[src/scl_map.svh]
// Register offsets, field positions, reset values and key words of the config bank.
// Notes on behaviour
// - Setting the bus error exception disable bit suppresses bus matrix error exceptions.
// - Unmapped addresses answer normally without any error and read as an all-zero word.
// - Arbitration mode 00 is fixed with CPU highest, 01 fixed CPU lowest, 10 round robin.
// - Executable RAM starts at the RAM base plus the start field times one kilobyte.
// - The scan port enable bit switches the JTAG port and resets from the strapped setting.
// - Unused config control bits read as zero and the two lowest reserved bits read as one.
// - The identification word is read-only with a 4-bit revision over a 28-bit part code.
// - Writing the first then the second key word to the unlock register unlocks the system.
// - Unlock register bit zero reads the unlocked state, resets to one, other bits write-only.
// - The band gap register has clear, set and invert aliases at plus 4, 8 and 12.
// - The band gap register resets to zero and holds only bits 2 and 1.
// - Bit 2 turns on the converter reference and bit 1 the comparator reference.
// - Hardware may set and clear both band gap enable bits as well as software.
`ifndef SCL_MAP_SVH
`define SCL_MAP_SVH
`define SCL_ADDR_W 16
`define SCL_OFS_CFG 16'h3640
`define SCL_OFS_PART_IDENT_FIELD 16'h3660
`define SCL_OFS_KEY 16'h3670
`define SCL_OFS_BG 16'h2300
`define SCL_OFS_BG_CLR 16'h2304
`define SCL_OFS_BG_SET 16'h2308
`define SCL_OFS_BG_INV 16'h230C
`define SCL_OFS_IRQ_STAT 16'h3680
`define SCL_OFS_IRQ_MASK 16'h3684
`define SCL_CFG_ERRDIS_BIT 27
`define SCL_CFG_ARB_HI 25
`define SCL_CFG_ARB_LO 24
`define SCL_CFG_EXEC_HI 23
`define SCL_CFG_EXEC_LO 16
`define SCL_CFG_SCAN_BIT 3
`define SCL_CFG_RSVD_ONES 32'h0000_0003
`define SCL_ARB_CPU_HIGH 2'h0
`define SCL_ARB_CPU_LOW 2'h1
`define SCL_ARB_ROUND_ROBIN 2'h2
`define SCL_RAM_BASE 32'hA000_0000
`define SCL_EXEC_SHIFT 10
`define SCL_KEY_FIRST 32'hAA99_6655
`define SCL_KEY_SECOND 32'h5566_99AA
`define SCL_BG_ADC_BIT 2
`define SCL_BG_CMP_BIT 1
`define SCL_BG_LO 1
`define SCL_BG_HI 2
`define SCL_REV_DEFAULT 4'h1
`define SCL_PART_DEFAULT 28'h000_0C5A
`define SCL_EV_W 3
`define SCL_EV_UNLOCK 0
`define SCL_EV_KEY_FAIL 1
`define SCL_EV_BLOCKED 2
`define SCL_INIT_LOAD 2'h3
`define SCL_ZERO 32'h0000_0000
`define SCL_FULL_BE 4'hF
`endif

[src/scl_pkg.sv]
// Types shared by the config bank modules.
`default_nettype none
`include "scl_map.svh"
package scl_pkg;
  // Unlock sequence states; code 2'b11 is illegal.
  typedef enum logic [1:0] {
    SCL_LOCKED = 2'b00,
    SCL_KEY1_SEEN = 2'b01,
    SCL_UNLOCKED = 2'b10
  } scl_lock_t;

  // Whole state of the register bank.
  typedef struct packed {
    logic ack;
    logic [31:0] rdata;
    logic err_dis;
    logic [1:0] arb;
    logic [7:0] exec;
    logic scan_en;
    logic [1:0] init_cnt;
    logic strap_meta;
    logic strap_sync;
    scl_lock_t lock;
    logic [1:0] bg;
    logic [`SCL_EV_W-1:0] mask;
    logic exc;
  } scl_state_t;
endpackage
`default_nettype wire

[src/scl_sticky.sv]
// Sticky event bits with write-one-to-clear and a masked level interrupt.
`timescale 1ns/1ns
`default_nettype none
module scl_sticky #(
  parameter int W = 3
) (
  input wire logic sys_clk_i,
  input wire logic sys_rst_i,
  input wire logic [W-1:0] set_i,
  input wire logic [W-1:0] clr_i,
  input wire logic [W-1:0] mask_i,
  output logic [W-1:0] status_o,
  output logic irq_o
);
  typedef struct packed {
    logic [W-1:0] stat;
  } scl_sticky_st_t;

  scl_sticky_st_t st;
  scl_sticky_st_t next_st;

  // A set in the same cycle as its clear wins, so no event is lost.
  always_comb begin
    next_st = st;
    next_st.stat = (st.stat & ~clr_i) | set_i;
  end

  // State register.
  always_ff @(posedge sys_clk_i or posedge sys_rst_i) begin
    if (sys_rst_i) begin
      st <= '0;
    end else begin
      st <= next_st;
    end
  end

  assign status_o = st.stat;
  assign irq_o = |(st.stat & mask_i);
endmodule
`default_nettype wire

[src/scl_regs.sv]
// System configuration, identification, unlock key and band gap register bank.
//
// The Avalon-MM interface to the registers and the register offsets were decided locally.
`timescale 1ns/1ns
`default_nettype none
`include "scl_map.svh"
module scl_regs import scl_pkg::*; #(
  parameter logic [3:0] REV_ID = `SCL_REV_DEFAULT,
  parameter logic [27:0] PART_ID = `SCL_PART_DEFAULT
) (
  input wire logic sys_clk_i,
  input wire logic sys_rst_i,
  input wire logic [`SCL_ADDR_W-1:0] avs_address_i,
  input wire logic avs_read_i,
  input wire logic avs_write_i,
  input wire logic [31:0] avs_writedata_i,
  input wire logic [3:0] avs_byteenable_i,
  output logic [31:0] avs_readdata_o,
  output logic avs_waitrequest_o,
  output logic irq_o,
  input wire logic bus_matrix_err_i,
  output logic bus_error_exc_o,
  output logic [1:0] arbitration_mode_sel_o,
  output logic arb_fixed_cpu_high_o,
  output logic arb_fixed_cpu_low_o,
  output logic arb_round_robin_o,
  output logic [31:0] ram_exec_start_addr_o,
  output logic ram_exec_all_o,
  input wire logic scan_port_cfg_i,
  output logic scan_port_enable_o,
  output logic system_unlocked_o,
  input wire logic [1:0] bg_hw_set_i,
  input wire logic [1:0] bg_hw_clr_i,
  output logic converter_ref_enable_o,
  output logic comparator_ref_enable_o
);
  // Reset image of the whole bank; the system starts unlocked.
  localparam scl_state_t ST_RST = '{
    ack: 1'b0,
    rdata: `SCL_ZERO,
    err_dis: 1'b0,
    arb: `SCL_ARB_CPU_HIGH,
    exec: 8'h00,
    scan_en: 1'b0,
    init_cnt: 2'h0,
    strap_meta: 1'b0,
    strap_sync: 1'b0,
    lock: SCL_UNLOCKED,
    bg: 2'h0,
    mask: '0,
    exc: 1'b0
  };

  scl_state_t st;
  scl_state_t next_st;
  logic [`SCL_EV_W-1:0] ev;
  logic [`SCL_EV_W-1:0] ev_clr;
  logic [`SCL_EV_W-1:0] ev_stat;

  // Expands the byte enables into a bit mask.
  function automatic logic [31:0] be_mask(input logic [3:0] be);
    logic [31:0] m;
    m = {{8{be[3]}}, {8{be[2]}}, {8{be[1]}}, {8{be[0]}}};
    return m;
  endfunction

  // Packs the config control fields into their register image.
  function automatic logic [31:0] cfg_word(input scl_state_t s);
    logic [31:0] w;
    w = `SCL_CFG_RSVD_ONES;
    w[`SCL_CFG_ERRDIS_BIT] = s.err_dis;
    w[`SCL_CFG_ARB_HI:`SCL_CFG_ARB_LO] = s.arb;
    w[`SCL_CFG_EXEC_HI:`SCL_CFG_EXEC_LO] = s.exec;
    w[`SCL_CFG_SCAN_BIT] = s.scan_en;
    return w;
  endfunction

  // Packs the band gap enables into their register image.
  function automatic logic [31:0] bg_word(input logic [1:0] bg);
    logic [31:0] w;
    w = `SCL_ZERO;
    w[`SCL_BG_HI:`SCL_BG_LO] = bg;
    return w;
  endfunction

  // Main next-state logic: bus slave, config fields, key sequence, band gap.
  always_comb begin
    logic busy;
    logic req;
    logic done;
    logic wr;
    logic [31:0] m;
    logic [31:0] wd;
    logic [31:0] rd;
    logic [31:0] merged;
    logic [1:0] bg_bits;
    logic unlocked;
    logic key_wr;
    busy = 1'b0;
    req = 1'b0;
    done = 1'b0;
    wr = 1'b0;
    m = `SCL_ZERO;
    wd = `SCL_ZERO;
    rd = `SCL_ZERO;
    merged = `SCL_ZERO;
    bg_bits = 2'h0;
    unlocked = 1'b0;
    key_wr = 1'b0;
    next_st = st;
    ev = '0;
    ev_clr = '0;

    // One wait cycle per access: data is looked up, then the access completes.
    busy = avs_read_i | avs_write_i;
    req = busy & ~st.ack;
    done = busy & st.ack;
    next_st.ack = req;
    wr = avs_write_i & done;
    m = be_mask(avs_byteenable_i);
    wd = avs_writedata_i & m;
    unlocked = (st.lock == SCL_UNLOCKED);

    // Read lookup; any address not decoded here returns zero without error.
    if (req) begin
      case (avs_address_i)
        `SCL_OFS_CFG: rd = cfg_word(st);
        `SCL_OFS_PART_IDENT_FIELD: rd = {REV_ID, PART_ID};
        `SCL_OFS_KEY: rd = {31'h0000_0000, unlocked};
        `SCL_OFS_BG: rd = bg_word(st.bg);
        `SCL_OFS_IRQ_STAT: rd = {{(32-`SCL_EV_W){1'b0}}, ev_stat};
        `SCL_OFS_IRQ_MASK: rd = {{(32-`SCL_EV_W){1'b0}}, st.mask};
        default: rd = `SCL_ZERO;
      endcase
      next_st.rdata = rd;
    end

    // Config control writes only land while the system is unlocked.
    if (wr && avs_address_i == `SCL_OFS_CFG) begin
      if (unlocked) begin
        merged = (cfg_word(st) & ~m) | wd;
        next_st.err_dis = merged[`SCL_CFG_ERRDIS_BIT];
        next_st.arb = merged[`SCL_CFG_ARB_HI:`SCL_CFG_ARB_LO];
        next_st.exec = merged[`SCL_CFG_EXEC_HI:`SCL_CFG_EXEC_LO];
        next_st.scan_en = merged[`SCL_CFG_SCAN_BIT];
      end else begin
        ev[`SCL_EV_BLOCKED] = 1'b1;
      end
    end

    // Unlock sequence; a partial word write can never match a key.
    key_wr = wr && avs_address_i == `SCL_OFS_KEY;
    if (key_wr) begin
      unique case (st.lock)
        SCL_LOCKED: begin
          if (avs_byteenable_i == `SCL_FULL_BE && avs_writedata_i == `SCL_KEY_FIRST) begin
            next_st.lock = SCL_KEY1_SEEN;
          end else begin
            next_st.lock = SCL_LOCKED;
            ev[`SCL_EV_KEY_FAIL] = 1'b1;
          end
        end
        SCL_KEY1_SEEN: begin
          if (avs_byteenable_i == `SCL_FULL_BE && avs_writedata_i == `SCL_KEY_SECOND) begin
            next_st.lock = SCL_UNLOCKED;
            ev[`SCL_EV_UNLOCK] = 1'b1;
          end else begin
            next_st.lock = SCL_LOCKED;
            ev[`SCL_EV_KEY_FAIL] = 1'b1;
          end
        end
        SCL_UNLOCKED: begin
          // Any write while unlocked locks again; the first key also starts over.
          if (avs_byteenable_i == `SCL_FULL_BE && avs_writedata_i == `SCL_KEY_FIRST) begin
            next_st.lock = SCL_KEY1_SEEN;
          end else begin
            next_st.lock = SCL_LOCKED;
          end
        end
        default: next_st.lock = SCL_LOCKED;
      endcase
    end

    // Band gap register and its clear, set and invert aliases.
    bg_bits = wd[`SCL_BG_HI:`SCL_BG_LO];
    if (wr) begin
      case (avs_address_i)
        `SCL_OFS_BG: begin
          if (avs_byteenable_i[0]) begin
            next_st.bg = bg_bits;
          end
        end
        `SCL_OFS_BG_CLR: next_st.bg = st.bg & ~bg_bits;
        `SCL_OFS_BG_SET: next_st.bg = st.bg | bg_bits;
        `SCL_OFS_BG_INV: next_st.bg = st.bg ^ bg_bits;
        default: next_st.bg = st.bg;
      endcase
    end
    // Hardware clear, then hardware set, so a hardware set always wins.
    next_st.bg = (next_st.bg & ~bg_hw_clr_i) | bg_hw_set_i;

    // Interrupt mask and write-one-to-clear status.
    if (wr && avs_address_i == `SCL_OFS_IRQ_MASK) begin
      next_st.mask = (st.mask & ~m[`SCL_EV_W-1:0]) | wd[`SCL_EV_W-1:0];
    end
    if (wr && avs_address_i == `SCL_OFS_IRQ_STAT) begin
      ev_clr = wd[`SCL_EV_W-1:0];
    end

    // Strap capture: two synchroniser stages, then the scan enable is loaded once.
    next_st.strap_meta = scan_port_cfg_i;
    next_st.strap_sync = st.strap_meta;
    if (st.init_cnt != `SCL_INIT_LOAD) begin
      next_st.init_cnt = st.init_cnt + 2'h1;
      if (st.init_cnt + 2'h1 == `SCL_INIT_LOAD) begin
        next_st.scan_en = st.strap_sync;
      end
    end

    // Bus matrix errors raise an exception unless suppressed.
    next_st.exc = bus_matrix_err_i & ~st.err_dis;
  end

  // State register.
  always_ff @(posedge sys_clk_i or posedge sys_rst_i) begin
    if (sys_rst_i) begin
      st <= ST_RST;
    end else begin
      st <= next_st;
    end
  end

  // Sticky event status and the masked interrupt line.
  scl_sticky #(
    .W(`SCL_EV_W)
  ) u_events (
    .sys_clk_i(sys_clk_i),
    .sys_rst_i(sys_rst_i),
    .set_i(ev),
    .clr_i(ev_clr),
    .mask_i(st.mask),
    .status_o(ev_stat),
    .irq_o(irq_o)
  );

  // Bus answers.
  assign avs_readdata_o = st.rdata;
  assign avs_waitrequest_o = (avs_read_i | avs_write_i) & ~st.ack;

  // Bus matrix controls.
  assign bus_error_exc_o = st.exc;
  assign arbitration_mode_sel_o = st.arb;
  assign arb_fixed_cpu_high_o = (st.arb == `SCL_ARB_CPU_HIGH);
  assign arb_fixed_cpu_low_o = (st.arb == `SCL_ARB_CPU_LOW);
  assign arb_round_robin_o = (st.arb == `SCL_ARB_ROUND_ROBIN);

  // Executable RAM start address.
  assign ram_exec_start_addr_o = `SCL_RAM_BASE + ({24'h00_0000, st.exec} << `SCL_EXEC_SHIFT);
  assign ram_exec_all_o = (st.exec == 8'h00);

  // Scan port, lock state and band gap references.
  assign scan_port_enable_o = st.scan_en;
  assign system_unlocked_o = (st.lock == SCL_UNLOCKED);
  assign converter_ref_enable_o = st.bg[`SCL_BG_ADC_BIT-`SCL_BG_LO];
  assign comparator_ref_enable_o = st.bg[`SCL_BG_CMP_BIT-`SCL_BG_LO];
endmodule
`default_nettype wire

[config.mk]
export PLATFORM = sky130hd
export DESIGN_NAME = scl_regs
export DESIGN_NICKNAME = d
export VERILOG_FILES = /design/src/scl_pkg.sv /design/src/scl_sticky.sv /design/src/scl_regs.sv
export VERILOG_INCLUDE_DIRS = /design/src
export SDC_FILE = /design/constraint.sdc
export NUM_CORES = 1
export LEC_CHECK = 0
export BUFFER_PORTS_ARGS = -buffer_cell sky130_fd_sc_hd__buf_2
export CORE_AREA = 3 3 104 81
export DETAILED_ROUTE_END_ITERATION = 16
export DIE_AREA = 0 0 107 84
export GPL_TIMING_DRIVEN = 0
export PLACE_DENSITY = 0.77
export SYNTH_ARGS = -nofsm -noshare
export SYNTH_HDL_FRONTEND = slang
export SYNTH_HIERARCHICAL = 1
export SYNTH_SLANG_ARGS = --single-unit
[constraint.sdc]
create_clock -name sys_clk_i -period 5 [get_ports sys_clk_i]
set_clock_uncertainty 0.2 [all_clocks]
set_input_delay 0.25 -clock sys_clk_i [delete_from_list [all_inputs] [get_ports sys_clk_i]]
set_output_delay 0.25 -clock sys_clk_i [all_outputs]
set_load 0.01 [all_outputs]
=== Yosys cells after proc, flatten, opt, wreduce, memory -nomap -nowiden ===
Cells that the tools add are included.

* Latch bits: 0
* Output and inout port bits: 77
* Memories kept: 0
* ROM bits: 0
* Bits in writable memories: 0
* Bits in registers: 60
* Bits of input ports: 62

* Reduce and logical (&&, ||, !) cells: 12
* Add/subtract/negate cells: 2
* Multipliers: 0
* Mux-type cells: 20
* Eq/ne operators: 18
* Div/mod/pow operators: 0
* Shift operators: 0
* Bitwise operators: 25
* Magnitude comparators: 0

{| class="wikitable"
|+ Operators by type and width
! kind !! count
|-
| 29-bit one-hot mux with 6 select lines || 1
|-
| 16-bit by 14-bit equality test with 1-bit output, second input constant || 9
|-
| 28-bit AND || 2
|-
| 32-bit by 18-bit adder with 32-bit output, first input constant || 1
|-
| 32-bit by 31-bit equality test with 1-bit output, second input constant || 1
|-
| 32-bit equality test, second input constant || 1
|-
| 28-bit inverter || 1
|-
| 28-bit OR || 1
|-
| 1-bit two-way mux || 10
|-
| 3-bit AND || 3
|-
| 8-bit logical NOT || 1
|-
| 2-bit two-way mux || 4
|-
| 2-bit one-hot mux with 4 select lines || 1
|-
| 2-bit equality test, second input constant || 3
|-
| 1-bit logical AND || 6
|-
| 3-bit two-way mux || 2
|-
| 3-bit inverter || 2
|-
| 3-bit OR || 2
|-
| 1-bit AND || 4
|-
| 2-bit AND || 2
|-
| 2-bit by 1-bit equality test with 1-bit output, second input constant || 2
|-
| 4-bit equality test, second input constant || 1
|-
| 2-bit logical NOT || 2
|-
| 2-bit inverter || 2
|-
| other kinds (11) || 13
|}

=== Depth between registers and ports, before layout ===
* Depth in word-level cells: 8
* Mapped depth: 7
* Mapped depth without buffers: 6

=== Modules after synthesis ===
Netlist, hierarchy kept.

{| class="wikitable"
|+ Modules (own cells, without submodules)
! module !! times used !! cells each !! area each (um^2)
|-
| scl_regs || 1 || 307 || 2864.0
|-
| scl_sticky || 1 || 12 || 126.4
|}

=== Worst setup path before layout ===
No wires, ideal clock.

* Path type: input -> register
* From: input avs_address_i[3]
* To: register (tool-made name)
* Library setup time: 125 ps
* Arrival time: 2277 ps
* Data required time: 4675 ps
* Path buffers: 2
* Cell stages on the path: 6
* Setup slack: 2398 ps
* Cells stage by stage: or4_1 -> buf_2 -> or4_4 -> buf_6 -> or3_4 -> mux2_4

{| class="wikitable"
|+ RTL lines
! item !! RTL line !! RTL
|-
| from (decl) || scl_regs.sv:13 || <nowiki>input wire logic [`SCL_ADDR_W-1:0] avs_address_i,</nowiki>
|}

==> results.yml <==
floorplan:
  ioPinCount: 139
  die-height_um: 84
  core_area_um2: 7400
  die_w_um: 107
  floorplan.die_area_um2: 8990
  initial_core_utilization_pct: 40.4
  rows: 27
global_route:
  grt_pass1_wl_um: 12700
  first_global_vias: 2641
  groute.usage.overall_pct: 17.4
  largest_net_degree_at_the_start_of_global_routing: 42
  globalRoute.totalOverflow: 0
  grt_antenna_before_repair: 0
routing:
  via_per_inst: 4.74
  drt.antenna.violating_nets: 0
  wirelength_um: 7920
  detail_route.wl_per_cell_um: 13.9
  initialDrtViolationCount: 126
  detailroute.via_count: 2695
  detail_route.drc_violations: 0
  drt_first_pass_iters: 4
pwr:
  total_power_mw: 0.777
  static-leakage-power_nw: 2.10
  power_per_cell_area_nw_per_um2: 199
  worst_ir_drop_vdd_mv: 0.117
placement:
  dp_cells: 556
  place.port_buffers: 102
  detailed_place_hpwl_um: 6570
  place.gp.congestion: 0.805
  dp_slack_ps: 2080
final_layout:
  most_frequent_cells_in_the_layout: "sky130_fd_sc_hd__buf_2 (103), sky130_fd_sc_hd__buf_4 (66), sky130_fd_sc_hd__dfrtp_1 (43)"
  fillers: 679
  mostFrequentLayoutCell: "sky130_fd_sc_hd__buf_2"
  drive_above_1_share_pct: 44.1
  antennaDiodeCount: 0
  layout-area-overhead-vs-synth_pct: 30.5
  post-route-util_pct: 52.7
  instances_no_fill: 568
  design.final.nets: 534
yosys:
  post_synth.cell_area_avg_um2: 9.37
  synth.yosys.warnings: 6
  number_of_synthesized_flops_with_an_enable_pin: 0
  count_of_state_elements_after_synthesis: 44
  post_synth_instance_area_um2: 2990
  synth_ff_type: "sky130_fd_sc_hd__dfrtp_1"
  synth_sequential_area_ratio_pct: 36.9
  synth_cell_type_count: 54
  async_flop_share_pct: 100
  synthesis.instances: 319
worst_setup_path:
  rr_startpoint: "st[7]"
  critical_path.max_fanout: 8
  critical_path.startpoint: "avs_address_i[3]"
  worstSetupStartpointType: "input port"
  setup.worst_path.end_class: "register"
  cp.required_ps: 5030
  path_class: "in2reg"
  worstPathArrival_ps: 2650
timing:
  postLayoutSetupSlackWorst_ps: 2380
  final.min_clock_period_ps: 2620
  setup_viols_final: 0
  timing.setup.tns_ps: 0
  finalMaxSlewViolations: 0
  rsz0062_at_grt: "no"
  max_clock_freq_ghz: 0.382
  hold_viol: 0
  timing.slew.headroom_pct: 43.0
  pin_slew_with_the_least_headroom_to_its_limit_ps: 853
  min_period_over_period_pct: 52.4
clocking:
  clock_sink_count: 44
  cts_made_buffers: 5
  cts_tree: "built"
  clock_root_buffer: "sky130_fd_sc_hd__clkbuf_8"
  cts.clk_slew.worst_paths_ps: 80
  clock_latency_ps: 290
  postCtsSetupBuffers: 0
  cts-root-to-sink-buffers: 2
  htreeDepth: 2
hold_path:
  timing.hold.worst.class: "in2reg"
  holdCritStartpoint: "bus_matrix_err_i"
run:
  maxCapViolCount: 0
run_status:
  run_status: "finished clean"
-- per-layer routing --
| metal | wire, um | track usage, % | vias to the layer above |
|---|---|---|---|
| met5 | 0 | 0 | - |
| met4 | 70 | 3.60 | 0 |
| met3 | 562 | 3.94 | 8 |
| met2 | 3720 | 28.5 | 94 |
| met1 | 3560 | 23.5 | 1266 |
| li1 | - | - | 1327 |
-- synth_stat cells, types with 3 or more instances --
cell / n / area [um2]
sky130_fd_sc_hd__a21o_1: 3 / 22.5
sky130_fd_sc_hd__a21oi_1: 5 / 25.0
sky130_fd_sc_hd__buf_4: 66 / 495
sky130_fd_sc_hd__clkbuf_1: 5 / 18.8
sky130_fd_sc_hd__dfrtp_1: 43 / 1080
sky130_fd_sc_hd__ha_1: 6 / 75.1
sky130_fd_sc_hd__inv_1: 14 / 52.6
sky130_fd_sc_hd__mux2_2: 12 / 135
sky130_fd_sc_hd__mux2_4: 3 / 45.0
sky130_fd_sc_hd__nand2_1: 36 / 135
sky130_fd_sc_hd__nand2b_1: 9 / 56.3
sky130_fd_sc_hd__nand3b_1: 4 / 30.0
sky130_fd_sc_hd__nand4_1: 3 / 18.8
sky130_fd_sc_hd__nand4b_1: 4 / 35.0
sky130_fd_sc_hd__nor2_1: 11 / 41.3
sky130_fd_sc_hd__nor2b_1: 5 / 31.3
sky130_fd_sc_hd__nor3_1: 8 / 40.0
sky130_fd_sc_hd__nor4_1: 8 / 50.1
sky130_fd_sc_hd__nor4b_1: 3 / 26.3
sky130_fd_sc_hd__o21ai_0: 12 / 60.1
sky130_fd_sc_hd__or4_1: 5 / 37.5
sky130_fd_sc_hd__or4b_2: 7 / 70.1
sky130_fd_sc_hd__or4bb_1: 3 / 33.8
-- power breakdown --
| group | switching (mW) | internal [mW] | total (mW) |
|---|---|---|---|
| Clock | 0.115 | 0.150 | 0.264 |
| Combinational | 0.0780 | 0.0660 | 0.144 |
| Sequential | 0.00552 | 0.363 | 0.369 |
| Total | 0.198 | 0.579 | 0.777 |
-- logic make-up after synthesis --
family                     Yosys count  share of synthesized area, %
and+or+nand+nor                    126                          25.8
buffers and inverters               88                          19.6
DFF                                 44                          36.9
AOI/OAI and AO/OA                   37                          8.62
muxes                               15                          6.03
adders and majority gates            6                          2.51
other                                2                         0.251
xor gates and xnor gates             1                         0.293
-- path summary, 6_finish.rpt --
check                                       endpoint  slack (ps)  depth (start not counted)
min in group asynchronous       u_events/status_o[1]         190                          3
max in group asynchronous                  async pin        3560                          3
worst min register to register                 st[8]         150                          0
worst max register to register              register        2720                          5
worst min-delay path                 bus_error_exc_o           9                          2
worst max-delay path            u_events/status_o[1]        2380                          7
-- through the flow --
step | cell area [um2] | hold WS, ps
4_1_cts | 3900 | 3.24
6_report | 3900 | 8.84
3_3_place_gp | 3750 | -68.0
2_1_floorplan | 3120 | -196
3_5_place_dp | 3750 | -53.5
5_1_grt | 3900 | 16.2
-- final cells by class --
cell class,count,area (um2),share of cell area (%)
Multi-Input combinational cell,221,1430,36.6
Sequential cell,44,1100,28.3
Timing Repair Buffer,106,551,14.1
Buffer,73,531,13.6
Tap cell,101,126,3.24
Clock buffer,7,76.3,1.96
Inverter,15,56.3,1.44
Clock inverter,1,30.0,0.770
-- worst max-delay path, cell delays in order --
cell	delay, ps
sky130_fd_sc_hd__buf_2	130
sky130_fd_sc_hd__or4_1	500
sky130_fd_sc_hd__buf_2	180
sky130_fd_sc_hd__or4_4	570
sky130_fd_sc_hd__or3_1	450
sky130_fd_sc_hd__nor4b_1	430
sky130_fd_sc_hd__a21o_1	130
-- timing repair --
item                                   in CTS  in global routing
hold buffers                                4                  0
resized for setup                           0                  0
endpoints found under the hold margin      46                  0
No activity file was read; power rests on OpenSTA's default activity.
